File: config.mk
export PLATFORM = sky130hd
export DESIGN_NAME = pcg_top
export DESIGN_NICKNAME = d
export VERILOG_FILES = /design/src/include/pcg_pkg.sv /design/src/hdl/pcg_top.sv
export SDC_FILE = /design/constraint.sdc
export NUM_CORES = 1
export LEC_CHECK = 0
export ABC_AREA = 1
export ABC_CLOCK_PERIOD_IN_PS = 4600
export BUFFER_PORTS_ARGS = -buffer_cell sky130_fd_sc_hd__buf_2
export CAP_MARGIN = 20
export CORE_MARGIN = 8
export CORE_UTILIZATION = 45
export CTS_CLUSTER_SIZE = 28
export DETAILED_ROUTE_END_ITERATION = 10
export GPL_TIMING_DRIVEN = 1
export PLACE_DENSITY_LB_ADDON = 0.25
export SETUP_SLACK_MARGIN = 0.5
export SYNTH_ARGS = -nofsm -noshare
export SYNTH_HDL_FRONTEND = slang
export SYNTH_SLANG_ARGS = --single-unit
File: constraint.sdc
create_clock -name core_clk -period 4.6 [get_ports core_clk]
set_clock_uncertainty 0.2 [all_clocks]
set_input_delay 0.92 -clock core_clk [delete_from_list [all_inputs] [get_ports core_clk]]
set_output_delay 0.92 -clock core_clk [all_outputs]
set_load 0.01 [all_outputs]
File: src/include/pcg_pkg.sv
package pcg_pkg;
    localparam logic [4:0] PCG_ADDR_CTRL = 5'h00;
    localparam logic [4:0] PCG_ADDR_POLY = 5'h04;
    localparam logic [4:0] PCG_ADDR_DATA = 5'h08;
    localparam logic [4:0] PCG_ADDR_RES = 5'h0C;
    localparam logic [4:0] PCG_ADDR_PWR = 5'h10;
    localparam int PCG_IDLE_BIT = 13;
    localparam int PCG_GO_BIT = 4;
    localparam int PCG_FULL_BIT = 7;
    localparam int PCG_EMPTY_BIT = 6;
    localparam int PCG_CNT_LSB = 8;
    localparam logic [3:0] PCG_BIG_LEN = 4'h7;
    localparam logic [4:0] PCG_DEPTH_SMALL = 5'h08;
    localparam logic [4:0] PCG_DEPTH_BIG = 5'h10;
    localparam logic [15:0] PCG_POLY_MASK = 16'hFFFE;
    localparam logic [1:0] PCG_RESP_OKAY = 2'h0;
    localparam logic [1:0] PCG_RESP_SLVERR = 2'h2;
    typedef struct packed {
        logic idle_halt;
        logic shift_start;
        logic [3:0] poly_len_minus_one;
    } pcg_ctrl_t;
    typedef enum logic [2:0] {
        PCG_SH_IDLE = 3'b001,
        PCG_SH_LOAD = 3'b010,
        PCG_SH_RUN = 3'b100
    } pcg_state_t;
endpackage
File: src/hdl/pcg_top.sv
// Implementation choices: the AXI4-Lite interface to the registers and the register offsets.
`timescale 1ns/10ps
module pcg_top (
    input wire logic core_clk,
    input wire logic rstn,
    input wire logic sleep_req,
    input wire logic idle_req,
    input wire logic [4:0] s_axi_awaddr,
    input wire logic s_axi_awvalid,
    output logic s_axi_awready,
    input wire logic [31:0] s_axi_wdata,
    input wire logic [3:0] s_axi_wstrb,
    input wire logic s_axi_wvalid,
    output logic s_axi_wready,
    output logic [1:0] s_axi_bresp,
    output logic s_axi_bvalid,
    input wire logic s_axi_bready,
    input wire logic [4:0] s_axi_araddr,
    input wire logic s_axi_arvalid,
    output logic s_axi_arready,
    output logic [31:0] s_axi_rdata,
    output logic [1:0] s_axi_rresp,
    output logic s_axi_rvalid,
    input wire logic s_axi_rready,
    output logic crc_done_evt
);
    ////////////////////////////////////////////////////////////////////////
    logic [1:0] rst_sync_q;
    logic rst_n;
    always_ff @(posedge core_clk or negedge rstn) begin
        if (!rstn) rst_sync_q <= 2'h0;
        else rst_sync_q <= {rst_sync_q[0], 1'b1};
    end
    assign rst_n = rst_sync_q[1];

    logic [1:0] sleep_sync_q;
    logic [1:0] idle_sync_q;
    always_ff @(posedge core_clk or negedge rst_n) begin
        if (!rst_n) begin
            sleep_sync_q <= 2'h0;
            idle_sync_q <= 2'h0;
        end else begin
            sleep_sync_q <= {sleep_sync_q[0], sleep_req};
            idle_sync_q <= {idle_sync_q[0], idle_req};
        end
    end

    ////////////////////////////////////////////////////////////////////////
    pcg_pkg::pcg_ctrl_t ctrl_q;
    logic [15:0] poly_q;
    logic [15:0] fifo_q [16];
    logic [3:0] wr_ptr_q;
    logic [3:0] rd_ptr_q;
    logic [4:0] fifo_word_count_q;
    logic [15:0] crc_q;
    logic [15:0] shreg_q;
    logic [3:0] bit_q;
    pcg_pkg::pcg_state_t state_q;
    logic evt_q;

    logic [4:0] len;
    logic [4:0] depth;
    logic fifo_full_flag;
    logic fifo_empty_flag;
    logic frozen;
    assign len = {1'b0, ctrl_q.poly_len_minus_one} + 5'h01;
    assign depth = (ctrl_q.poly_len_minus_one > pcg_pkg::PCG_BIG_LEN) ?
        pcg_pkg::PCG_DEPTH_SMALL : pcg_pkg::PCG_DEPTH_BIG;
    assign fifo_full_flag = (fifo_word_count_q == depth);
    assign fifo_empty_flag = (fifo_word_count_q == 5'h00);
    // idle halts only when software asked for it
    assign frozen = sleep_sync_q[1] | (idle_sync_q[1] & ctrl_q.idle_halt);

    ////////////////////////////////////////////////////////////////////////
    // write channel: address and data accepted in either order
    logic aw_hold_q;
    logic w_hold_q;
    logic [4:0] aw_addr_q;
    logic [31:0] w_data_q;
    logic [3:0] w_strb_q;
    logic wr_fire;
    logic [4:0] wa;
    logic [31:0] wd;
    logic [3:0] ws;
    logic wr_ok;
    assign wa = aw_hold_q ? aw_addr_q : s_axi_awaddr;
    assign wd = w_hold_q ? w_data_q : s_axi_wdata;
    assign ws = w_hold_q ? w_strb_q : s_axi_wstrb;
    assign wr_fire = (aw_hold_q | (s_axi_awvalid & s_axi_awready)) &
        (w_hold_q | (s_axi_wvalid & s_axi_wready)) & !frozen;
    always_ff @(posedge core_clk or negedge rst_n) begin
        if (!rst_n) begin
            aw_hold_q <= 1'b0;
            w_hold_q <= 1'b0;
            aw_addr_q <= 5'h00;
            w_data_q <= 32'h0;
            w_strb_q <= 4'h0;
            s_axi_awready <= 1'b0;
            s_axi_wready <= 1'b0;
            s_axi_bvalid <= 1'b0;
            s_axi_bresp <= pcg_pkg::PCG_RESP_OKAY;
        end else begin
            s_axi_awready <= !aw_hold_q & !s_axi_awready & !s_axi_bvalid & !wr_fire;
            s_axi_wready <= !w_hold_q & !s_axi_wready & !s_axi_bvalid & !wr_fire;
            if (wr_fire) begin
                aw_hold_q <= 1'b0;
                w_hold_q <= 1'b0;
                s_axi_awready <= 1'b0;
                s_axi_wready <= 1'b0;
                s_axi_bvalid <= 1'b1;
                s_axi_bresp <= wr_ok ? pcg_pkg::PCG_RESP_OKAY : pcg_pkg::PCG_RESP_SLVERR;
            end else begin
                if (s_axi_awvalid & s_axi_awready) begin
                    aw_hold_q <= 1'b1;
                    aw_addr_q <= s_axi_awaddr;
                end
                if (s_axi_wvalid & s_axi_wready) begin
                    w_hold_q <= 1'b1;
                    w_data_q <= s_axi_wdata;
                    w_strb_q <= s_axi_wstrb;
                end
                if (s_axi_bvalid & s_axi_bready) s_axi_bvalid <= 1'b0;
            end
        end
    end

    logic wr_ctrl;
    logic wr_poly;
    logic wr_data;
    logic wr_pwr;
    logic data_word_done;
    assign wr_ctrl = wr_fire & (wa == pcg_pkg::PCG_ADDR_CTRL);
    assign wr_poly = wr_fire & (wa == pcg_pkg::PCG_ADDR_POLY);
    assign wr_data = wr_fire & (wa == pcg_pkg::PCG_ADDR_DATA);
    assign wr_pwr = wr_fire & (wa == pcg_pkg::PCG_ADDR_PWR);
    assign wr_ok = (wa == pcg_pkg::PCG_ADDR_CTRL) | (wa == pcg_pkg::PCG_ADDR_POLY) |
        (wa == pcg_pkg::PCG_ADDR_DATA) | (wa == pcg_pkg::PCG_ADDR_RES);
    // word counts once its top byte lane is written
    assign data_word_done = wr_data & (ctrl_q.poly_len_minus_one > pcg_pkg::PCG_BIG_LEN ?
        ws[1] : ws[0]);

    ////////////////////////////////////////////////////////////////////////
    always_ff @(posedge core_clk or negedge rst_n) begin
        if (!rst_n) begin
            ctrl_q <= '0;
            poly_q <= 16'h0000;
        end else begin
            if (wr_ctrl & ws[1]) ctrl_q.idle_halt <= wd[pcg_pkg::PCG_IDLE_BIT];
            if (wr_ctrl & ws[0]) begin
                ctrl_q.shift_start <= wd[pcg_pkg::PCG_GO_BIT];
                ctrl_q.poly_len_minus_one <= wd[3:0];
            end
            if (wr_poly & ws[0]) poly_q[7:0] <= wd[7:0] & pcg_pkg::PCG_POLY_MASK[7:0];
            if (wr_poly & ws[1]) poly_q[15:8] <= wd[15:8];
        end
    end

    // unused upper bits are dropped by masking to the length
    logic [15:0] len_mask;
    assign len_mask = 16'hFFFF >> (5'h10 - len);

    always_ff @(posedge core_clk) begin
        if (data_word_done & !fifo_full_flag) fifo_q[wr_ptr_q] <= wd[15:0] & len_mask;
    end

    ////////////////////////////////////////////////////////////////////////
    logic take_word;
    logic last_bit;
    logic in_bit;
    logic fb;
    logic [15:0] crc_next;
    logic [15:0] top_sel;
    assign take_word = !frozen & (state_q == pcg_pkg::PCG_SH_LOAD);
    assign last_bit = (state_q == pcg_pkg::PCG_SH_RUN) & (bit_q == 4'h0) & !frozen;
    assign in_bit = shreg_q[bit_q];
    assign top_sel = crc_q >> ctrl_q.poly_len_minus_one;
    assign fb = in_bit ^ top_sel[0];
    assign crc_next = (({crc_q[14:0], 1'b0}) ^ ({16{fb}} & poly_q) ^ {15'h0, fb}) &
        len_mask;

    always_ff @(posedge core_clk or negedge rst_n) begin
        if (!rst_n) begin
            state_q <= pcg_pkg::PCG_SH_IDLE;
            crc_q <= 16'h0000;
            shreg_q <= 16'h0000;
            bit_q <= 4'h0;
            rd_ptr_q <= 4'h0;
        end else if (!frozen) begin
            case (state_q)
                pcg_pkg::PCG_SH_IDLE: begin
                    // start cleared still drains: stop when count <= 1 at the last bit, leaving a word written in that cycle
                    if (ctrl_q.shift_start & !fifo_empty_flag) state_q <= pcg_pkg::PCG_SH_LOAD;
                end
                pcg_pkg::PCG_SH_LOAD: begin
                    shreg_q <= fifo_q[rd_ptr_q];
                    rd_ptr_q <= rd_ptr_q + 4'h1;
                    bit_q <= ctrl_q.poly_len_minus_one;
                    state_q <= pcg_pkg::PCG_SH_RUN;
                end
                pcg_pkg::PCG_SH_RUN: begin
                    crc_q <= crc_next;
                    bit_q <= bit_q - 4'h1;
                    if (bit_q == 4'h0) begin
                        state_q <= (fifo_word_count_q > 5'h01) ?
                            pcg_pkg::PCG_SH_LOAD : pcg_pkg::PCG_SH_IDLE;
                    end
                end
                default: state_q <= pcg_pkg::PCG_SH_IDLE;
            endcase
            if (fifo_full_flag & data_word_done) rd_ptr_q <= wr_ptr_q + 4'h1;
        end
    end

    ////////////////////////////////////////////////////////////////////////
    always_ff @(posedge core_clk or negedge rst_n) begin
        if (!rst_n) begin
            fifo_word_count_q <= 5'h00;
            wr_ptr_q <= 4'h0;
            evt_q <= 1'b0;
            crc_done_evt <= 1'b0;
        end else begin
            evt_q <= 1'b0;
            if (data_word_done & fifo_full_flag) begin
                fifo_word_count_q <= 5'h00;
                wr_ptr_q <= wr_ptr_q + 4'h1;
            end else if (data_word_done & !last_bit) begin
                fifo_word_count_q <= fifo_word_count_q + 5'h01;
                wr_ptr_q <= wr_ptr_q + 4'h1;
            end else if (last_bit & !data_word_done) begin
                fifo_word_count_q <= fifo_word_count_q - 5'h01;
                evt_q <= (fifo_word_count_q == 5'h01);
            end else if (data_word_done) begin
                wr_ptr_q <= wr_ptr_q + 4'h1;
            end
            // events still leave while halted
            crc_done_evt <= evt_q;
        end
    end

    ////////////////////////////////////////////////////////////////////////
    logic [31:0] rd_mux;
    logic rd_ok;
    logic [15:0] ctrl_view;
    logic [15:0] res_mask;
    assign ctrl_view = {2'h0, ctrl_q.idle_halt, fifo_word_count_q, fifo_full_flag,
        fifo_empty_flag, 1'b0, ctrl_q.shift_start, ctrl_q.poly_len_minus_one};
    assign res_mask = crc_q;
    assign rd_ok = (s_axi_araddr == pcg_pkg::PCG_ADDR_CTRL) |
        (s_axi_araddr == pcg_pkg::PCG_ADDR_POLY) |
        (s_axi_araddr == pcg_pkg::PCG_ADDR_DATA) | (s_axi_araddr == pcg_pkg::PCG_ADDR_RES);
    assign rd_mux = (s_axi_araddr == pcg_pkg::PCG_ADDR_CTRL) ? {16'h0, ctrl_view} :
        (s_axi_araddr == pcg_pkg::PCG_ADDR_POLY) ? {16'h0, poly_q} :
        ((s_axi_araddr == pcg_pkg::PCG_ADDR_DATA) |
         (s_axi_araddr == pcg_pkg::PCG_ADDR_RES)) ? {16'h0, res_mask} : 32'h0;
    always_ff @(posedge core_clk or negedge rst_n) begin
        if (!rst_n) begin
            s_axi_arready <= 1'b0;
            s_axi_rvalid <= 1'b0;
            s_axi_rdata <= 32'h0;
            s_axi_rresp <= pcg_pkg::PCG_RESP_OKAY;
        end else begin
            s_axi_arready <= 1'b0;
            if (s_axi_rvalid) begin
                if (s_axi_rready) s_axi_rvalid <= 1'b0;
            end else if (s_axi_arvalid & !s_axi_arready) begin
                s_axi_arready <= 1'b1;
                s_axi_rvalid <= 1'b1;
                s_axi_rdata <= rd_mux;
                s_axi_rresp <= rd_ok ? pcg_pkg::PCG_RESP_OKAY : pcg_pkg::PCG_RESP_SLVERR;
            end
        end
    end
endmodule

* Word-level counts from Yosys, hierarchy flattened
Memories as Yosys holds them, arrays and structs flattened. A register that Yosys moved wholly into a read port is not among the register bits.
Cells that the tools add are included.
** Operators by class
- Eq/ne operators :: 14
- Add/subtract/negate cells :: 7
- Mux-type cells :: 43
- Order comparisons :: 3
- Shift operators :: 2
- Reduce and logical (&&, ||, !) cells :: 33
- Bitwise gates (word level) :: 47
** Operators with widths (number)
- $mux 16 :: 4
- $and 16x16->16 :: 3
- $and 1x1->1 :: 28
- $mux 5 :: 5
- $mux 4 :: 6
- $eq 5x4->1 const B :: 4
- $mux 1 :: 19
- $reduce_and 2->1 :: 8
- $shr 16x4->1 :: 1
- $shr 16x5->16 const A :: 1
- $xor 16x1->16 :: 1
- $xor 16x16->16 :: 1
- $logic_not 5->1 :: 3
- $logic_not 1->1 :: 13
- $eq 5x3->1 const B :: 2
- $or 1x1->1 :: 10
- $reduce_bool 2->1 :: 5
- $pmux 3 s3 :: 1
- $add 4x1->4 const B :: 2
- $mux 2 :: 4
- $pmux 4 s2 :: 1
- $mux 3 :: 2
- $reduce_bool 3->1 :: 2
- $add 4x1->5 const B :: 1
- other kinds (20) :: 22
** Word-level totals
- Input bits :: 55
- Memories :: 1
- Bits in writable memories :: 256
- Flip-flop bits (word level) :: 131
- Logic and storage cells :: 179
** Memories
- fifo_q :: words 16, width 16, rd ports 1, clocked after Yosys merged registers in 1, wr ports 1, line pcg_top.sv:51 : logic [15:0] fifo_q [16];

* Depth between registers and ports, before layout
Gate-level depths: netlist (run 1).
- Depth after elaboration :: 11
- Gate-level depth with buffers :: 16

* Worst setup path before layout (run 1)
No wires, ideal clock.
- Kind :: in2reg
- Start point :: in s_axi_wvalid
- End point :: mem fifo_q[0][0], enable pin
- Required time :: 4012 ps
- Path slack :: 1387 ps
- Setup time :: 388 ps
- Path buffers :: 0
- Stages on the path :: 10
- Data arrival time :: 2624 ps
- Path through :: nand2_1 -> inv_1 -> nor2_1 -> nor2_4 -> nand2_2 -> nor3_4 -> nand2_4 -> nor2_2 -> nand2_1 -> nor2_1
** On the way
- Cells in the longest elaborated chain, start to end :: 9
** RTL lines
- start, declared :: line pcg_top.sv:13 : input wire logic s_axi_wvalid,
- $and 1x1->1 :: line pcg_top.sv:90 : (w_hold_q | (s_axi_wvalid & s_axi_wready)) & !frozen;
- $or 1x1->1 :: line pcg_top.sv:90
- $and 1x1->1 :: line pcg_top.sv:89 : assign wr_fire = (aw_hold_q | (s_axi_awvalid & s_axi_awready)) &
- $and 1x1->1 :: line pcg_top.sv:90
- $and 1x1->1 :: line pcg_top.sv:134 : assign wr_data = wr_fire & (wa == pcg_pkg::PCG_ADDR_DATA);
- $and 1x1->1 :: line pcg_top.sv:139 : assign data_word_done = wr_data & (ctrl_q.poly_len_minus_one > pcg_pkg::PCG_BIG_LEN ?
- $and 1x1->1 :: line pcg_top.sv:163 : if (data_word_done & !fifo_full_flag) fifo_q[wr_ptr_q] <= wd[15:0] & len_mask;
- $mux 1 :: line pcg_top.sv:163
- $mux 1 (implied by the code) :: line pcg_top.sv:163
- end, declared :: line pcg_top.sv:51
No other way between the ends.

* Final worst setup path (run 1)
- Start point :: reg w_hold_q
- End point :: mem fifo_q[1][0], enable pin
** On the way
- Cells in the longest elaborated chain, start to end :: 8
- Elaborated cells on any way between the ends :: 10
** RTL lines
- start, declared :: line pcg_top.sv:77 : logic w_hold_q;
- start signal, assigned :: line pcg_top.sv:94 : w_hold_q <= 1'b0;
- start signal, assigned :: line pcg_top.sv:107 : w_hold_q <= 1'b0;
- start signal, assigned :: line pcg_top.sv:118 : w_hold_q <= 1'b1;
- $or 1x1->1 :: line pcg_top.sv:90
- $and 1x1->1 :: line pcg_top.sv:89
- $and 1x1->1 :: line pcg_top.sv:90
- $and 1x1->1 :: line pcg_top.sv:134
- $and 1x1->1 (*) :: line pcg_top.sv:139
- $and 1x1->1 (*) :: line pcg_top.sv:163
- $mux 1 (*) :: line pcg_top.sv:163
- $mux 1 (implied by the code) (*) :: line pcg_top.sv:163
Mark *: on every way between the ends. The rest lies on a longest branch, timed or not.

==> results of run 1 <==
-- power groups by stage --
stage | clock network (W) | logic [W] | registers (W)
after floorplan | 0 | 0.00278 | 0.00490
after global placement | 0 | 0.00384 | 0.00517
after detailed placement | 0 | 0.00394 | 0.00517
after CTS | 0.00306 | 0.00396 | 0.00511
after global routing | 0.00319 | 0.00440 | 0.00518
final | 0.00300 | 0.00397 | 0.00512
-- stage by stage --
stage                     power [W]  instances  util [%]  hold WS, ps
after floorplan             0.00767       1596         -          131
after global placement      0.00901       2064      47.3          133
after detailed placement    0.00912       2066      47.4          135
after CTS                    0.0121       2136      50.6          149
after global routing         0.0128       2137      50.6          154
final                        0.0121       2137      50.6          145
-- layer usage --
| metal | part of all wire [%] | wire, µm | vias to the layer above |
|---|---|---|---|
| li1 | - | - | 5558 |
| met1 | 44 | 18500 | 5632 |
| met2 | 46 | 19300 | 361 |
| met3 | 5.7 | 2380 | 77 |
| met4 | 3.4 | 1420 | 0 |
| met5 | 0 | 0 | - |
-- cells in the mapped netlist, drive strengths merged --
cell,number,share of area (%)
dfstp,1,0.16
nor2,179,4.1
a22oi,1,0.045
a21o,1,0.045
xnor2,2,0.10
clkinv,3,0.067
and3,1,0.037
a221oi,12,0.62
ha,11,0.82
nor4,2,0.074
mux2,1,0.067
nor3,7,0.37
buf,43,1.6
nand4,2,0.074
o211ai,39,1.7
conb,2,0.045
a31oi,2,0.074
o21ai,212,6.4
dfrtp,128,19
clkbuf,53,1.2
a21oi,13,0.39
edfxtp,256,46
or3,1,0.037
inv,113,2.5
o31ai,1,0.045
xor2,10,0.52
nand2,307,7.0
nand3,85,2.6
o221ai,26,1.4
mux2i,45,2.7
or2,1,0.037
o22ai,19,0.70
-- cell type report --
| class | count | area (µm²) |
|---|---|---|
| clock inverters | 18 | 148 |
| fillers | 3322 | 18400 |
| well taps | 474 | 593 |
| inverters | 116 | 435 |
| clock buffers | 51 | 1040 |
| flip-flops and latches | 385 | 10900 |
| repair buffers | 94 | 572 |
| multi-input cells | 999 | 5170 |
-- cells by family (layout without fill, tap and decap cells) --
group                    Yosys count  after routing  synth area share, %
other                              2             19               0.0445
multiplexers                      46             46                 2.74
AO/OA/AOI/OAI                    326            326                 11.4
flip-flops                       385            385                 64.7
AND/OR/NAND/NOR                  585            585                 14.3
XOR/XNOR                          12             12                0.623
adder cells (fa/ha/maj)           11             11                0.816
buffers and inverters            212            279                 5.35
-- worst max-delay path, stage by stage, from the launching register on --
cell,delay (ps)
dfrtp_1,610
nor2_1,170
nor2_4,160
nand2_2,140
nor3_4,250
nand2_4,150
nor2_2,210
nand2_1,210
nor2_2,720
-- path summary, 6_finish.rpt --
kind | startpoint | to | cells after the start
max | w_hold_q$_DFFE_PN0P_ | fifo_q[1][0]$_DFFE_PP_ | 8
min | idle_sync_q[0]$_DFF_PN0_ | idle_sync_q[1]$_DFF_PN0_ | 0
max reg2reg | w_hold_q$_DFFE_PN0P_ | fifo_q[1][0]$_DFFE_PP_ | 8
min reg2reg | idle_sync_q[0]$_DFF_PN0_ | idle_sync_q[1]$_DFF_PN0_ | 0
max in group asynchronous | rst_sync_q[1]$_DFF_PN0_ | crc_q[0]$_DFFE_PN0P_ | 1
min in group asynchronous | rst_sync_q[1]$_DFF_PN0_ | rd_ptr_q[1]$_DFFE_PN0P_ | 0
-- state kept, by name, indices dropped and copies added, names as in the netlist, 2 cells and up --
name / cells
bit_q: 4
shreg_q: 16
aw_addr_q: 5
rst_sync_q: 2
fifo_q: 256
idle_sync_q: 2
crc_q: 16
wr_ptr_q: 4
fifo_word_count_q: 5
sleep_sync_q: 2
rd_ptr_q: 4
w_strb_q: 2
ctrl_q: 6
state_q: 3
s_axi_rdata: 16
poly_q: 15
w_data_q: 16
==> reports/results.ini, run 1 <==
[clocking]
cts_sinks=385
cts-root-buf=clkbuf_16
post_cts_buffers=0
cts_buffers=39
htreeDepth=2
cts_resized=0
path_clk_slew_ps=60
clockBufferDepth=3
postCtsHoldBufs=1
cts_tree=built
clock_latency_ps=550

[floorplan]
row_count=71
die_w_um=210
coreArea_um2=37300
initial_core_util_pct=45.2
die_area_um2=43900
die_height_um=210
io_pins=97

[placement]
dpl-instance-area_um2=17700
globalplace.congestion=0.861
dp_hpwl_mm=26.2
port_buffers=60
pre_cts_ws_ps=974

[timing]
rsz0062_at_grt=no
fin_crit_sh_pct=69.4
finalMaxSlewViolations=0
fmax_mhz=313
tns_ps=0
period_needed_ps=3190
hold_viol_final=0
slew-limit-headroom_pct=29.1
finalSetupViolCount=0
tightest_slew_ps=1060
final.setup.worst_slack_ps=1410

[layout]
drive_above_1_share_pct=12.3
nNetsFinal=1701
final_common_cell=nand2_1
layout_common_cells=nand2_1 (302), edfxtp_1 (256), o21ai_0 (180)
syn_to_final_growth_pct=12.0
finalInstanceArea_um2=18900
diodes=0

[global_route]
grt_pass1_wl_mm=64.4
grt_max_degree=99
grt-ovfl-total=0
grt_util_met2_pct=30.2
antenna_found_initial=0
grt_pass1_vias=11181
use_met3_pct=3.28
grt_busiest_layer=met2
grtUsageMet1_pct=25.3
grt_usage_pct=18.7

[pwr]
p_per_area_nw_per_um2=640
power_frac_comb_pct=32.9
seqPwrFrac_pct=42.3
power_leakage_nw=7.56
switching_share_pct=38.6
peakVddDrop_mv=0.366
p_int_w=0.00742
p_clk_share_pct=24.8
p_sw_w=0.00467

[min_path]
hold_path.class=reg2reg

[critical_path]
critPathLaunchType=register
crit_type=reg2reg
rrSetupSlack_ps=1410
required_ps=4560
crit_path_end_kind=register
critPathArrivalTime_ps=3150
worstPathMaxFanout=16

[routing]
wirelength_mm=41.6
drtIter0Drc=924
num_vias=11628
ant_nets=0
dr.pass1.iters=5
wire_per_inst_um=19.5
drc=0
viasPerCell=5.44

[status]
status=complete, no violations

[synth]
syn_inst=1579
seq_area_frac_synth_pct=64.7
ys_ff_latch=385
synth_area_um2=16900
synth_area_per_cell_um2=10.7
synth_cell_type_count=45
yosys_warnings=0

[flow_run]
maxCapViolCount=0

Note: power is estimated with default switching activity, not from simulation.
==> inputs of run 2 (changes only) <==
Settings changed: ABC_CLOCK_PERIOD_IN_PS 4600 to 2600.
Clock period 4.6 ns to 2.6 ns, I/O delays scaled along.
==> run 2 against run 1 <==
Register-to-register slack worse by 1100 ps. Combinational power increased by 140%. Power is 100% higher. Flip-flop and latch count is the same. Critical path depth is the same. Hold slack worse by 100 ps. Via count rose by 5.4%. Fmax grew 37%. Global-route usage is 0.50 points higher. Utilization increased by 5.9 points. Clock power rose by 92%. First-iteration DRC count shrank 15%. Largest cell class unchanged.
==> reports/results.ini, run 2 (synthesized netlist as in run 1, its figures left out) <==
[global_route]
antenna_found_initial=0  ; unchanged
grt_pass1_wl_mm=66.9  ; +3.8%
grt_usage_pct=19.2  ; +0.50 points
grt_max_degree=68  ; -31%
grt_pass1_vias=11918  ; +6.6%
grt-ovfl-total=0  ; unchanged

[routing]
drc=0  ; unchanged
viasPerCell=5.46  ; +0.33%
wire_per_inst_um=19.6  ; +0.56%
wirelength_mm=43.9  ; +5.6%
ant_nets=0  ; unchanged
drtIter0Drc=784  ; -15%
dr.pass1.iters=5  ; unchanged
num_vias=12256  ; +5.4%

[timing]
finalSetupViolCount=0  ; unchanged
tightest_slew_ps=650  ; -413 ps
rsz0062_at_grt=yes
fin_crit_sh_pct=89.4  ; +20 points
tns_ps=0  ; unchanged
fmax_mhz=430  ; +37%
hold_viol_final=0  ; unchanged
finalMaxSlewViolations=0  ; unchanged
slew-limit-headroom_pct=56.4  ; +27 points
period_needed_ps=2320  ; -867 ps

[critical_path]
worstPathMaxFanout=8  ; -8
crit_path_end_kind=register
critPathLaunchType=register
critPathArrivalTime_ps=2400  ; -750 ps
required_ps=2680  ; -1880 ps
crit_type=reg2reg

[floorplan]
die_height_um=210  ; unchanged
die_w_um=210  ; unchanged
initial_core_util_pct=45.2  ; unchanged
row_count=71  ; unchanged
die_area_um2=43900  ; unchanged
coreArea_um2=37300  ; unchanged
io_pins=97  ; unchanged

[min_path]
hold_path.class=in2reg

[clocking]
clockBufferDepth=3  ; unchanged
cts_buffers=40  ; +2.6%
cts-root-buf=clkbuf_16
path_clk_slew_ps=60  ; about the same
cts_tree=built
cts_sinks=385  ; unchanged
clock_latency_ps=560  ; about the same
htreeDepth=2  ; unchanged

[pwr]
power_leakage_nw=8.41  ; +11%
peakVddDrop_mv=0.621  ; +70%
p_per_area_nw_per_um2=1140  ; +79%

[placement]
dp_hpwl_mm=27.8  ; +6.1%
port_buffers=60  ; unchanged
globalplace.congestion=0.895  ; +3.9%
placed_cells=2116  ; +2.4%

[layout]
final_common_cell=nand2_1
layout_common_cells=nand2_1 (268), edfxtp_1 (256), o21ai_0 (156)
nNetsFinal=1807  ; +6.2%
largest_register_ffs=256  ; unchanged
syn_to_final_growth_pct=25.0
drive_above_1_share_pct=22.0  ; +9.7 points
nFillCells=3091  ; -7.0%
largest-register=fifo_q
instances_no_fill=2245  ; +5.1%
diodes=0  ; unchanged

[status]
status=complete, no violations

[flow_run]
maxCapViolCount=0  ; unchanged

[run 2: cell count changes in the layout (fill, tap and decap cells not counted), sizes merged, moves of 3 or more]
cell         change
clkbuf           +5
clkinvlp         +3
inv              -3
dlygate4sd3      +4
bufinv           +3
buf             +93
[run 2: power breakdown]
part           internal [W]  leakage [nW]  switching, W  total [W]
clock network       0.00335         0.626       0.00240    0.00575
registers           0.00812          3.92      0.000650    0.00877
logic               0.00358          3.86       0.00604    0.00962
total                0.0151          8.41       0.00909     0.0241
[run 2: cell type report]
type | count | area [µm²] | area share (%)
Clock buffer | 49 | 1030 | 4.91
Clock inverter | 23 | 273 | 1.29
Inverter | 116 | 464 | 2.20
Multi-Input combinational cell | 999 | 5700 | 27.0
Sequential cell | 385 | 10900 | 51.9
Tap cell | 474 | 593 | 2.81
Timing Repair Buffer | 199 | 2090 | 9.93
[run 2: path summary, 6_finish.rpt]
check | from | to | slack, ps | cells past startpoint
max | fifo_word_count_q[4]$_DFFE_PN0P_ | fifo_q[4][15]$_DFFE_PP_ | 280 | 8
min | s_axi_wdata[7] | w_data_q[7]$_DFFE_PN0P_ | 40 | 3
max reg2reg | fifo_word_count_q[4]$_DFFE_PN0P_ | fifo_q[4][15]$_DFFE_PP_ | 280 | 8
min reg2reg | rst_sync_q[1]$_DFF_PN0_ | aw_addr_q[3]$_DFFE_PN0P_ | 70 | 0
max in group asynchronous | rst_sync_q[1]$_DFF_PN0_ | bit_q[0]$_DFFE_PN0P_ | 1380 | 1
min in group asynchronous | rst_sync_q[1]$_DFF_PN0_ | aw_addr_q[3]$_DFFE_PN0P_ | 70 | 0
[run 2: repair_timing]
item                                    4_1_cts  5_1_grt
endpoints found under the hold margin         6        0
pin swaps                                    18       61
hold buffers                                  5        0
gates resized for setup                      57      127
cloned                                        6        9
buffers inserted                             23       14
endpoints found under the setup margin      412      416
[run 2: metal layers]
layer | vias up | GRT usage, % | routed length (µm)
li1 | 5785 | - | -
met1 | 5919 | 25.2 | 18200
met2 | 454 | 31.9 | 21300
met3 | 98 | 2.79 | 2640
met4 | 0 | 8.00 | 1710
met5 | - | 0 | 0
[run 2: metrics by stage]
step	setup slack [ps]	hold WS, ps	instance area, µm²	total power, W	utilization, %
after detailed placement	33.9	90.9	18500	0.0165	49.5
after global routing	178	38.2	21100	0.0254	56.5
after global placement	65.4	88.8	18500	0.0163	49.5
after CTS	231	25.2	20400	0.0228	54.7
after floorplan	181	24.4	17100	0.0136	-
final	277	44.0	21100	0.0241	56.5
[run 2: worst max-delay path, cell delays in order (launching register included)]
cell and delay, ps:
dfrtp_1 510, nor2_1 170, inv_1 110, and3_1 260, nor2_4 140, buf_12 160, nand2_4 120, nor2_4 200
clkbuf_16 190
